`config.mk`:
```
export PLATFORM = sky130hd
export DESIGN_NAME = prc_pipe_rx_count
export DESIGN_NICKNAME = d
export VERILOG_FILES = /design/src/hdl/prc_pipe_counter.v /design/src/hdl/prc_pipe_rx_count.v
export VERILOG_INCLUDE_DIRS = /design/src /design/src/inc
export SDC_FILE = /design/constraint.sdc
export NUM_CORES = 1
export LEC_CHECK = 0
export ABC_AREA = 1
export BUFFER_PORTS_ARGS = -buffer_cell sky130_fd_sc_hd__buf_4
export CORE_AREA = 8 8 160 162
export DETAILED_ROUTE_END_ITERATION = 7
export DIE_AREA = 0 0 168 170
export HOLD_SLACK_MARGIN = 0.12
export PLACE_DENSITY = 0.75
export SETUP_SLACK_MARGIN = 0.1
export SYNTH_ARGS = -nofsm -noshare
export SYNTH_HDL_FRONTEND = slang
export SYNTH_SLANG_ARGS = --single-unit
```
`constraint.sdc`:
```
create_clock -name clk -period 2.4 [get_ports clk]
set_input_delay 0.48 -clock clk [delete_from_list [all_inputs] [get_ports clk]]
set_output_delay 0.48 -clock clk [all_outputs]
set_load 0.01 [all_outputs]
```
`src/inc/prc_consts.vh`:
```
`ifndef PRC_CONSTS_VH
`define PRC_CONSTS_VH

// per-pipe register block: pipe n sits at n * stride
`define PRC_PIPE_STRIDE 8'h10
`define PRC_NUM_PIPES 3
`define PRC_OFF_CTRL 2'h0
`define PRC_OFF_CNTEN 2'h1
`define PRC_OFF_TOTAL 2'h2
`define PRC_OFF_CFG 2'h3
`define PRC_ADDR_IRQ_STATUS 8'h40
`define PRC_ADDR_IRQ_MASK 8'h44

// pipe control register fields
`define PRC_CTRL_BUF_ACCESS 15
`define PRC_CTRL_AUTO_CLEAR 9
`define PRC_CTRL_PIPE_IN_USE 5
`define PRC_CTRL_RESP_HI 1
`define PRC_CTRL_RESP_LO 0

// count enable register fields
`define PRC_CNTEN_ENABLE 9
`define PRC_CNTEN_CLEAR 8

// pipe configuration register fields
`define PRC_CFG_CONTINUOUS 0
`define PRC_CFG_NAK_ON_DONE 1
`define PRC_CFG_DMA_END_EN 2
`define PRC_CFG_PACKET_MODE 3
`define PRC_CFG_READY_ON_END 4
`define PRC_CFG_WIDTH 5

// response select encodings
`define PRC_RESP_NAK 2'h0
`define PRC_RESP_BUF 2'h1
`define PRC_RESP_STALL 2'h2

// reset values
`define PRC_RST_RESP 2'h0
`define PRC_RST_TOTAL 16'h0000
`define PRC_RST_CFG 5'h00
`define PRC_RST_MASK 3'h0

// bus answers
`define PRC_RESP_OKAY 2'h0
`define PRC_RESP_SLVERR 2'h2

`endif

```
`src/hdl/prc_pipe_counter.v`:
```
`timescale 1ns/100ps
`include "prc_consts.vh"

// running receive transaction count of one pipe
module prc_pipe_counter (
  input wire clk, // controller clock
  input wire rst_n, // asynchronous reset, active low
  input wire enable, // count enable bit
  input wire clear, // one-cycle count clear strobe
  input wire pktDone, // one-cycle pulse: packet received on this pipe
  input wire pktShort, // with pktDone: packet was short
  input wire pktFull, // with pktDone: payload equals max_packet_size
  input wire [15:0] total, // packet total programmed by software
  output reg [15:0] runCount_reg, // current transaction count
  output reg done_reg // one-cycle pulse: total reached
);

  // a short packet restarts the run from zero without done; the final full packet wraps to zero
  always @(posedge clk or negedge rst_n) begin
    if (!rst_n) begin
      runCount_reg <= `PRC_RST_TOTAL;
      done_reg <= 1'b0;
    end else begin
      done_reg <= 1'b0;
      if (clear) begin
        runCount_reg <= `PRC_RST_TOTAL;
      end else if (enable && pktDone) begin
        if (pktShort) begin
          runCount_reg <= `PRC_RST_TOTAL;
        end else if (pktFull) begin
          if (total == runCount_reg + 16'h0001) begin
            runCount_reg <= `PRC_RST_TOTAL;
            done_reg <= 1'b1;
          end else begin
            runCount_reg <= runCount_reg + 16'h0001;
          end
        end
      end
    end
  end

endmodule

```
`src/hdl/prc_pipe_rx_count.v`:
```
`timescale 1ns/100ps
`include "prc_consts.vh"

// Behaviour
// - writing auto clear one then zero discards the pipe's whole FIFO buffer
// - count enable bit 9 read/write, one turns counting on, resets zero
// - count clear bit 8 write one zeroes count, reads back zero
// - receive pipe counting: detect received packets equal programmed total, then act
// - on completion with continuous mode, hand buffer to CPU even if not full
// - on completion with nak-on-complete, force response select to NAK
// - on completion with DMA end enabled, packet mode off, strobe DMA end at last word
// - on completion with ready-on-read-end, raise the buffer-ready interrupt
// - response select: 00 NAK, 01 buffer-driven reply, 10 and 11 STALL
// - while counting, a short packet resets the running count to zero
module prc_pipe_rx_count (
  input wire clk, // controller clock, 10 MHz
  input wire rst_n, // asynchronous reset, active low
  input wire [7:0] s_axi_awaddr, // write address
  input wire s_axi_awvalid, // write address valid
  output reg s_axi_awready, // write address ready
  input wire [31:0] s_axi_wdata, // write data
  input wire [3:0] s_axi_wstrb, // write byte enables
  input wire s_axi_wvalid, // write data valid
  output reg s_axi_wready, // write data ready
  output reg [1:0] s_axi_bresp, // write response
  output reg s_axi_bvalid, // write response valid
  input wire s_axi_bready, // write response ready
  input wire [7:0] s_axi_araddr, // read address
  input wire s_axi_arvalid, // read address valid
  output reg s_axi_arready, // read address ready
  output reg [31:0] s_axi_rdata, // read data
  output reg [1:0] s_axi_rresp, // read response
  output reg s_axi_rvalid, // read data valid
  input wire s_axi_rready, // read data ready
  input wire [2:0] rxPktDone, // per pipe pulse: packet received
  input wire [2:0] rxShortPkt, // per pipe, with rxPktDone: short packet
  input wire [2:0] rxFullPkt, // per pipe, with rxPktDone: max_packet_size payload
  input wire [2:0] pipeInUse, // per pipe level: pipe_in_use on the bus
  input wire [2:0] bufferAccessFlag, // per pipe level: buffer_access_flag
  input wire [2:0] lastWordRead, // per pipe pulse: last data word read out
  output reg [2:0] fifoClear, // per pipe pulse: discard FIFO buffer contents
  output reg [2:0] bufferSwitch, // per pipe pulse: hand buffer to CPU side
  output reg [5:0] replyCode, // 2 bits per pipe: 0 NAK, 1 buffer, 2 STALL
  output reg [2:0] dmaEndSignal, // per pipe pulse: dma_end_signal
  output reg irq // level interrupt, unmasked buffer-ready pending
);

  integer p;
  genvar g;

  // software-visible state, and the internal dma end arm flags
  reg [5:0] respSel_reg;
  reg [2:0] autoClear_reg;
  reg [2:0] countEn_reg;
  reg [2:0] countClr_reg;
  reg [15:0] total_reg [0:2];
  reg [`PRC_CFG_WIDTH-1:0] cfg_reg [0:2];
  reg [2:0] irqStatus_reg;
  reg [2:0] irqMask_reg;
  reg [2:0] dmaArmed_reg;

  // bus slave state
  reg [7:0] wAddr_reg;
  reg [31:0] wData_reg;
  reg [3:0] wStrb_reg;
  reg awHave_reg;
  reg wHave_reg;
  reg [31:0] rdNext;

  wire [15:0] runCount [0:2];
  wire [2:0] countDone;
  wire wrEn;
  wire wrMapped;
  wire [1:0] wrPipe;
  wire [1:0] wrSel;
  wire [15:0] wrVal;
  wire [2:0] irqClear;
  wire [2:0] irqSet;

  // true for every address that holds a register
  function isMapped;
    input [7:0] a;
    begin
      isMapped = (a[1:0] == 2'b00) &&
        ((a[7:6] == 2'b00 && a[5:4] != 2'b11) ||
        a == `PRC_ADDR_IRQ_STATUS || a == `PRC_ADDR_IRQ_MASK);
    end
  endfunction

  // byte lane merge of a 16-bit register
  function [15:0] merge16;
    input [15:0] old;
    input [15:0] val;
    input [1:0] strb;
    begin
      merge16 = {strb[1] ? val[15:8] : old[15:8], strb[0] ? val[7:0] : old[7:0]};
    end
  endfunction

  // response select to link reply: both upper codes mean STALL
  function [1:0] replyOf;
    input [1:0] sel;
    begin
      case (sel)
        2'h0: replyOf = `PRC_RESP_NAK;
        2'h1: replyOf = `PRC_RESP_BUF;
        default: replyOf = `PRC_RESP_STALL;
      endcase
    end
  endfunction

  assign wrEn = awHave_reg && wHave_reg && !s_axi_bvalid;
  assign wrMapped = isMapped(wAddr_reg);
  assign wrPipe = wAddr_reg[5:4];
  assign wrSel = wAddr_reg[3:2];
  assign wrVal = wData_reg[15:0];
  assign irqClear = (wrEn && wAddr_reg == `PRC_ADDR_IRQ_STATUS && wStrb_reg[0]) ?
    wData_reg[2:0] : 3'h0;

  // one counter per pipe
  generate
    for (g = 0; g < `PRC_NUM_PIPES; g = g + 1) begin : gPipe
      prc_pipe_counter uCounter (
        .clk(clk),
        .rst_n(rst_n),
        .enable(countEn_reg[g]),
        .clear(countClr_reg[g]),
        .pktDone(rxPktDone[g]),
        .pktShort(rxShortPkt[g]),
        .pktFull(rxFullPkt[g]),
        .total(total_reg[g]),
        .runCount_reg(runCount[g]),
        .done_reg(countDone[g])
      );
      assign irqSet[g] = countDone[g] && cfg_reg[g][`PRC_CFG_READY_ON_END];
    end
  endgenerate

  // write address and data are taken independently, held until the response
  always @(posedge clk or negedge rst_n) begin
    if (!rst_n) begin
      s_axi_awready <= 1'b1;
      s_axi_wready <= 1'b1;
      s_axi_bvalid <= 1'b0;
      s_axi_bresp <= `PRC_RESP_OKAY;
      awHave_reg <= 1'b0;
      wHave_reg <= 1'b0;
      wAddr_reg <= 8'h00;
      wData_reg <= 32'h0000_0000;
      wStrb_reg <= 4'h0;
    end else begin
      if (s_axi_awvalid && s_axi_awready) begin
        wAddr_reg <= s_axi_awaddr;
        awHave_reg <= 1'b1;
        s_axi_awready <= 1'b0;
      end
      if (s_axi_wvalid && s_axi_wready) begin
        wData_reg <= s_axi_wdata;
        wStrb_reg <= s_axi_wstrb;
        wHave_reg <= 1'b1;
        s_axi_wready <= 1'b0;
      end
      if (wrEn) begin
        s_axi_bvalid <= 1'b1;
        s_axi_bresp <= wrMapped ? `PRC_RESP_OKAY : `PRC_RESP_SLVERR;
      end
      if (s_axi_bvalid && s_axi_bready) begin
        s_axi_bvalid <= 1'b0;
        awHave_reg <= 1'b0;
        wHave_reg <= 1'b0;
        s_axi_awready <= 1'b1;
        s_axi_wready <= 1'b1;
      end
    end
  end

  // read mux; unassigned bits stay zero
  always @* begin
    rdNext = 32'h0000_0000;
    if (s_axi_araddr == `PRC_ADDR_IRQ_STATUS) begin
      rdNext[2:0] = irqStatus_reg;
    end else if (s_axi_araddr == `PRC_ADDR_IRQ_MASK) begin
      rdNext[2:0] = irqMask_reg;
    end else if (isMapped(s_axi_araddr)) begin
      case (s_axi_araddr[3:2])
        `PRC_OFF_CTRL: begin
          rdNext[`PRC_CTRL_BUF_ACCESS] = bufferAccessFlag[s_axi_araddr[5:4]];
          rdNext[`PRC_CTRL_AUTO_CLEAR] = autoClear_reg[s_axi_araddr[5:4]];
          rdNext[`PRC_CTRL_PIPE_IN_USE] = pipeInUse[s_axi_araddr[5:4]];
          rdNext[1:0] = respSel_reg[s_axi_araddr[5:4]*2 +: 2];
        end
        `PRC_OFF_CNTEN: begin
          // clear strobe always reads zero
          rdNext[`PRC_CNTEN_ENABLE] = countEn_reg[s_axi_araddr[5:4]];
        end
        `PRC_OFF_TOTAL: begin
          // written total while idle, running count while enabled
          rdNext[15:0] = countEn_reg[s_axi_araddr[5:4]] ?
            runCount[s_axi_araddr[5:4]] : total_reg[s_axi_araddr[5:4]];
        end
        default: begin
          rdNext[`PRC_CFG_WIDTH-1:0] = cfg_reg[s_axi_araddr[5:4]];
        end
      endcase
    end
  end

  // read channel: one read in flight, answer the cycle after the address
  always @(posedge clk or negedge rst_n) begin
    if (!rst_n) begin
      s_axi_arready <= 1'b1;
      s_axi_rvalid <= 1'b0;
      s_axi_rdata <= 32'h0000_0000;
      s_axi_rresp <= `PRC_RESP_OKAY;
    end else begin
      if (s_axi_arvalid && s_axi_arready) begin
        s_axi_arready <= 1'b0;
        s_axi_rvalid <= 1'b1;
        s_axi_rdata <= rdNext;
        s_axi_rresp <= isMapped(s_axi_araddr) ? `PRC_RESP_OKAY : `PRC_RESP_SLVERR;
      end else if (s_axi_rvalid && s_axi_rready) begin
        s_axi_rvalid <= 1'b0;
        s_axi_arready <= 1'b1;
      end
    end
  end

  // pipe registers: software writes, then hardware completion actions win
  always @(posedge clk or negedge rst_n) begin
    if (!rst_n) begin
      respSel_reg <= {3{`PRC_RST_RESP}};
      autoClear_reg <= 3'h0;
      countEn_reg <= 3'h0;
      countClr_reg <= 3'h0;
      fifoClear <= 3'h0;
      bufferSwitch <= 3'h0;
      dmaArmed_reg <= 3'h0;
      dmaEndSignal <= 3'h0;
      irqMask_reg <= `PRC_RST_MASK;
      for (p = 0; p < `PRC_NUM_PIPES; p = p + 1) begin
        total_reg[p] <= `PRC_RST_TOTAL;
        cfg_reg[p] <= `PRC_RST_CFG;
      end
    end else begin
      countClr_reg <= 3'h0;
      fifoClear <= 3'h0;
      if (wrEn && wAddr_reg == `PRC_ADDR_IRQ_MASK && wStrb_reg[0]) begin
        irqMask_reg <= wData_reg[2:0];
      end
      if (wrEn && wrMapped && wAddr_reg[7:6] == 2'b00) begin
        case (wrSel)
          `PRC_OFF_CTRL: begin
            if (wStrb_reg[1]) begin
              // a falling auto clear completes the one-then-zero sequence
              autoClear_reg[wrPipe] <= wrVal[`PRC_CTRL_AUTO_CLEAR];
              fifoClear[wrPipe] <= autoClear_reg[wrPipe] &&
                !wrVal[`PRC_CTRL_AUTO_CLEAR];
            end
            if (wStrb_reg[0]) begin
              respSel_reg[wrPipe*2 +: 2] <= wrVal[1:0];
            end
          end
          `PRC_OFF_CNTEN: begin
            if (wStrb_reg[1]) begin
              countEn_reg[wrPipe] <= wrVal[`PRC_CNTEN_ENABLE];
              countClr_reg[wrPipe] <= wrVal[`PRC_CNTEN_CLEAR];
            end
          end
          `PRC_OFF_TOTAL: begin
            total_reg[wrPipe] <= merge16(total_reg[wrPipe], wrVal, wStrb_reg[1:0]);
          end
          default: begin
            if (wStrb_reg[0]) begin
              cfg_reg[wrPipe] <= wrVal[`PRC_CFG_WIDTH-1:0];
            end
          end
        endcase
      end
      for (p = 0; p < `PRC_NUM_PIPES; p = p + 1) begin
        bufferSwitch[p] <= countDone[p] && cfg_reg[p][`PRC_CFG_CONTINUOUS];
        if (countDone[p] && cfg_reg[p][`PRC_CFG_NAK_ON_DONE]) begin
          respSel_reg[p*2 +: 2] <= `PRC_RESP_NAK;
        end
        // strobe pairs with the last word read after completion
        dmaEndSignal[p] <= dmaArmed_reg[p] && lastWordRead[p];
        if (countDone[p] && cfg_reg[p][`PRC_CFG_DMA_END_EN] &&
            !cfg_reg[p][`PRC_CFG_PACKET_MODE]) begin
          dmaArmed_reg[p] <= 1'b1;
        end else if (lastWordRead[p]) begin
          dmaArmed_reg[p] <= 1'b0;
        end
      end
    end
  end

  // link reply follows response select
  always @(posedge clk or negedge rst_n) begin
    if (!rst_n) begin
      replyCode <= {3{`PRC_RESP_NAK}};
    end else begin
      for (p = 0; p < `PRC_NUM_PIPES; p = p + 1) begin
        replyCode[p*2 +: 2] <= replyOf(respSel_reg[p*2 +: 2]);
      end
    end
  end

  // sticky status, write one to clear; a set in the same cycle wins
  always @(posedge clk or negedge rst_n) begin
    if (!rst_n) begin
      irqStatus_reg <= 3'h0;
      irq <= 1'b0;
    end else begin
      irqStatus_reg <= (irqStatus_reg & ~irqClear) | irqSet;
      irq <= |(irqStatus_reg & irqMask_reg);
    end
  end

endmodule

```
# Yosys cells after proc, flatten, opt, wreduce, memory -nomap -nowiden
# Index checks and enable logic that the tools add are counted.
[word_totals]
latch_bits = 0
romBits = 0
memories = 0
mem_bits_rw = 0
wordCells = 289
ff_bits = 207
[op_classes]
magnitude_cmp = 6
n_mux = 116
n_shift = 3
n_bitwise = 9
div = 0
n_reduce_logical = 94
mul = 0
addsub = 4
eq_ne = 16
[ops]
columns = ["op", "count"]
rows = [
  ["2-to-1 mux 16 bit", 24],
  ["binary-select mux 16 bit (select 2 bit)", 3],
  ["adder 16 x 1 -> 16 bit (second input constant)", 3],
  ["bitwise mux 48 bit", 1],
  ["equality test 16 bit", 3],
  ["logical AND 1 bit", 41],
  ["2-to-1 mux 1 bit", 41],
  ["nonzero test 2 bit", 19],
  ["negation 3 -> 34 bit", 1],
  ["variable shift 2 x 34 -> 6 bit (first input constant)", 1],
  ["variable part select 2 x 34 -> 6 bit", 1],
  ["demux 16 bit (select 2 bit)", 1],
  ["equality test 8 x 7 -> 1 bit (second input constant)", 4],
  ["2-to-1 mux 3 bit", 10],
  ["2-to-1 mux 13 bit", 2],
  ["2-to-1 mux 5 bit", 4],
  ["zero test 2 bit", 9],
  ["2-to-1 mux 6 bit", 3],
  ["AND reduction 3 bit", 6],
  ["2-to-1 mux 8 bit", 2],
  ["bitwise mux 15 bit", 1],
  ["AND 3 bit", 4],
  ["one-hot mux 2 bit (2 select lines)", 3],
  ["binary-select mux 1 bit (select 2 bit)", 5],
  ["28 further kinds", 56],
]

# Depth between registers and ports, before layout
[depth]
ltp_word = 9
ltp_mapped = 15
ltp_nobuf = 14

# Hierarchy
# Synthesis repeated with hierarchy kept, for this count alone.
[hier_totals]
cells_unflattened = 1945
area_unflattened_um2 = 12873.6
[by_module_without_submodules]
columns = ["mod", "area_each_um2", "cells_each", "n_inst", "seq_area_each_um2"]
rows = [
  ["prc_pipe_rx_count", 7997.7, 1093, 1, 3857.4],
  ["prc_pipe_counter", 1625.3, 284, 3, 425.4],
]

# Least setup slack after synthesis
# No wires, ideal clock.
[synth_timing]
path_type = "flip-flop to flip-flop"
start = "register wAddr_reg[4]"
end = "register total_reg[44] (netlist bit)"
required_time_ps = 2266
path_stages_with_launch = 16
synth_period_minus_slack_ps = 2484
setup_slack_ps = -84
n_path_buf = 4
t_arrival_ps = 2350
path_cell_list = "dfrtp_1 > clkbuf_1 > inv_1 > clkbuf_1 > ha_1 > buf_2 > nand3b_1 > nor2_1 > nand2_1 > nand3_2 > nand3_4 > nor3_2 > nand2_1 > clkbuf_1 > nand2_1 > o21ai_0"
[synth_between]
elab_chain_len = 8
elab_cells_between_ends = 21
classes_between = "2 x order compare; 3 x eq/ne; 7 x mux; 1 x bitwise; 8 x reduce/logical"
[synth_lines]
columns = ["item", "line", "text"]
rows = [
  ["start: declaration", "prc_pipe_rx_count.v:63", "reg [7:0] wAddr_reg;"],
  ["start signal: assignment", "prc_pipe_rx_count.v:153", "wAddr_reg <= s_axi_awaddr;"],
  ["parallel branches: the longest is 8 deep, another holds >= comparator 3 bit", "n/a", ""],
  ["end signal: indexed assignment", "prc_pipe_rx_count.v:241", "total_reg[p] <= `PRC_RST_TOTAL;"],
  ["end signal: indexed assignment", "prc_pipe_rx_count.v:270", "total_reg[wrPipe] <= merge16(total_reg[wrPipe], wrVal, wStrb_reg[1:0]);"],
  ["end: declaration", "prc_pipe_rx_count.v:56", "reg [15:0] total_reg [0:2];"],
]
# Parallel ways; which one is timed is not known. The select of a mux whose other input is x is not followed.
# A chain may end at the register's enable or synchronous reset.

# Final worst setup path
[layout_timing]
start = "register wAddr_reg[4]"
end = "register cfg_reg[5] (netlist bit)"
[layout_between]
elab_chain_len = 8
elab_cells_between_ends = 17
classes_between = "2 x order compare; 3 x eq/ne; 3 x mux; 1 x bitwise; 8 x reduce/logical"
[layout_lines]
columns = ["item", "line", "text"]
rows = [
  ["parallel branches: the longest is 8 deep, another holds >= comparator 3 bit", "n/a", ""],
  ["end signal: indexed assignment", "prc_pipe_rx_count.v:242", "cfg_reg[p] <= `PRC_RST_CFG;"],
  ["end signal: indexed assignment", "prc_pipe_rx_count.v:274", "cfg_reg[wrPipe] <= wrVal[`PRC_CFG_WIDTH-1:0];"],
  ["end: declaration", "prc_pipe_rx_count.v:57", "reg [`PRC_CFG_WIDTH-1:0] cfg_reg [0:2];"],
]
# Parallel ways; which one is timed is not known.

==> metrics.yaml <==
status:
  outcome: "finished clean"
floorplan:
  core_area_um2: 23100
  start_util: 0.528
  num_io_pins: 134
  die_w_um: 168
  dieHeight_um: 170
  row_count: 56
  die-area_um2: 28600
synth:
  syn_area_per_cell_um2: 7.05
  yosys.area_share.adder: 0.00720
  synthXorXnorAreaFrac: 0.00803
  ys_ff_latch: 205
  syn_inst: 1724
  synth-simple-area-share: 0.345
  synth_most_common_cell: "nand2_1"
  synth_area_leaders: "dfrtp_1, nand2_1, o21ai_0, inv_1, nand3_1"
  synth_top_family_by_area: "simple AND/OR/NAND/NOR gates"
  seq_area_frac_synth: 0.422
  synthDominantCellAreaShare: 0.416
  synth.distinct_cells: 49
  synth-compound-area-share: 0.136
  synthMuxAreaShare: 0
  synth_commonest_cells: "nand2_1, dfrtp_1, inv_1"
  synth-edff-count: 0
  ys_warn_count: 0
  synthFlopType: "dfrtp_1"
  yosys.area.top_type: "dfrtp_1"
  async_reset_ff_frac: 1.00
  netlist_area_um2: 12200
timing:
  clock_skew_ns: 0.0267
  min_period_over_period: 0.917
  period_minus_slack_ns: 2.20
  relSlewSlack: 0.517
  max_freq_ghz: 0.454
  final-hold-violation-count: 0
  tightest_slew_ns: 0.724
  drv_slew: 0
  setup_viol: 0
  rsz0062_at_grt: "true"
  tns_ns: 0
detailed_routing:
  wl_mm: 39.1
  post_drt_via_cell_ratio: 5.54
  first_iter_violations: 1306
  wl_per_cell_um: 18.2
  drc: 0
  drtAntennaViolNets: 0
  drtPass1Iterations: 6
  vias: 11900
critical_path:
  crit_top_cell: "nand2_1"
  critPathSlowestCell: "dfrtp_1"
  cp_max_fo: 10
  critical-path-max-stage-delay_ns: 0.40
  crit_required_ns: 2.78
  end_kind: "flip-flop"
  start_kind: "flip-flop"
  crit_chain: "inv_1, ha_1, nand3b_1, nor2_1, nand2_1, nand3_2, nand3_4, nor3_2, nand2_1, nand2_1, o21ai_0"
  arrival_ns: 2.58
  worstSetupPathType: "reg2reg"
global_routing:
  grt_pass1_wl_mm: 60.7
  grt_usage: 0.267
  gr-total-overflow: 0
  antenna_found_initial: 1
  first_global_vias: 11100
  grt_max_degree: 56
placement:
  portBuffers: 97
  postPlaceCellArea_um2: 13300
  place.gp.congestion: 0.966
  hpwl_mm: 29.6
finish:
  fin_nets: 1924
  n_antenna_cell: 0
  fin_area_um2: 14200
  syn2layout_area_growth_pct: 17.2
  drive_gt1_frac: 0.144
pwr:
  p_leak_nw: 6.78
  vdd_drop_max_mv: 0.603
  p_per_area_nw_per_um2: 810
clock_tree:
  cts.sinks: 205
  numCtsBuffers: 24
  htree_levels: 1
  cts_tree: "yes"
  clk_pin_slew_worst_paths_ns: 0.06
  root_buffer: "clkbuf_16"
  clock_latency_ns: 0.54
  clock_path_buffers: 3
worst_hold_path:
  min-delay-path-class: "in2reg"
job:
  cap_viol_max_count: 0
## power breakdown
| part | internal (mW) | switching (mW) |
|---|---|---|
| Clock | 2.36 | 1.54 |
| Combinational | 1.04 | 2.22 |
| Sequential | 3.91 | 0.468 |
| Total | 7.31 | 4.22 |
## repair_timing
| action | 4_1_cts | 5_1_grt |
|---|---|---|
| endpoints found under the hold margin | 37 | 0 |
| endpoints found under the setup margin | 0 | 52 |
| hold buffers | 3 | 0 |
| resized for setup | 0 | 17 |
| buffers inserted | 0 | 4 |
## metal layers
metal	part of all wire	vias up	track usage
met5	0.00023	-	0
met4	0.026	2	0.0652
met3	0.085	63	0.0503
met2	0.45	482	0.416
met1	0.44	5553	0.379
li1	-	5792	-
## final timing paths
path | start | endpoint | slack, ns | cells after the start
worst max register to register | wAddr_reg[4]$_DFFE_PN0P_ | cfg_reg[5]$_DFFE_PN0P_ | 0.20 | 11
max in group asynchronous | rst_n | s_axi_arready$_DFFE_PN1P_ | 1.24 | 3
worst max-delay path | wAddr_reg[4]$_DFFE_PN0P_ | cfg_reg[5]$_DFFE_PN0P_ | 0.20 | 11
worst min-delay path | s_axi_wdata[13] | wData_reg[13]$_DFFE_PN0P_ | 0.14 | 3
min in group asynchronous | rst_n | gPipe[2].uCounter.runCount_reg[10]$_DFFE_PN0P_ | 0.45 | 2
worst min register to register | respSel_reg[3]$_DFFE_PN0P_ | replyCode[3]$_DFF_PN0_ | 0.43 | 0
## through the flow
step	hold WS [ns]	cells	utilization	setup slack (ns)	total power, mW
floorplan	0.184	1741	-	0.107	6.28
global placement	0.424	2094	0.575	0.188	7.38
detailed placement	0.424	2094	0.575	0.142	7.44
CTS	0.121	2141	0.613	0.116	11.3
global route	0.137	2148	0.618	0.00313	12.1
finish	0.136	2148	0.618	0.198	11.5
## critical path: cells and delay by family, from the launching register on
kind	cells	cell delay [ns]
flops	1	0.40
compound gates	1	0.10
simple gates	8	1.30
fa+ha+maj	1	0.18
buf+inv	1	0.08
## logic make-up after synthesis
logic type | after synthesis
AOI/OAI and AO/OA | 303
xor gates and xnor gates | 8
adders and majority gates | 7
buffers and inverters | 231
DFF | 205
other | 1
and+or+nand+nor | 969
## layout make-up
type	instances	area, µm²
Fill cell	2071	8810
Multi-Input combinational cell	1308	6200
Sequential cell	205	5140
Timing Repair Buffer	141	1110
Clock buffer	35	702
Inverter	160	601
Tap cell	290	363
Clock inverter	9	138
## cell usage in the layout (no fill, tap or decap), drive strengths merged, types with 2 or more instances in the layout
cell type,instances
o22ai,32
bufinv,3
xnor2,2
a211oi,6
o211a,2
buf,137
a21oi,66
inv,160
o211ai,14
ha,7
xor2,4
nand3,120
o21ai,175
xnor3,2
or3,2
conb,18
nor2,167
clkinv,5
nor4,3
nand3b,10
nor3,13
a2bb2oi,2
and3,2
dlygate4sd3,3
nand2,637
nand4,17
dfrtp,202
dfstp,3
clkbuf,36
Note: power is estimated with default switching activity, not from simulation.
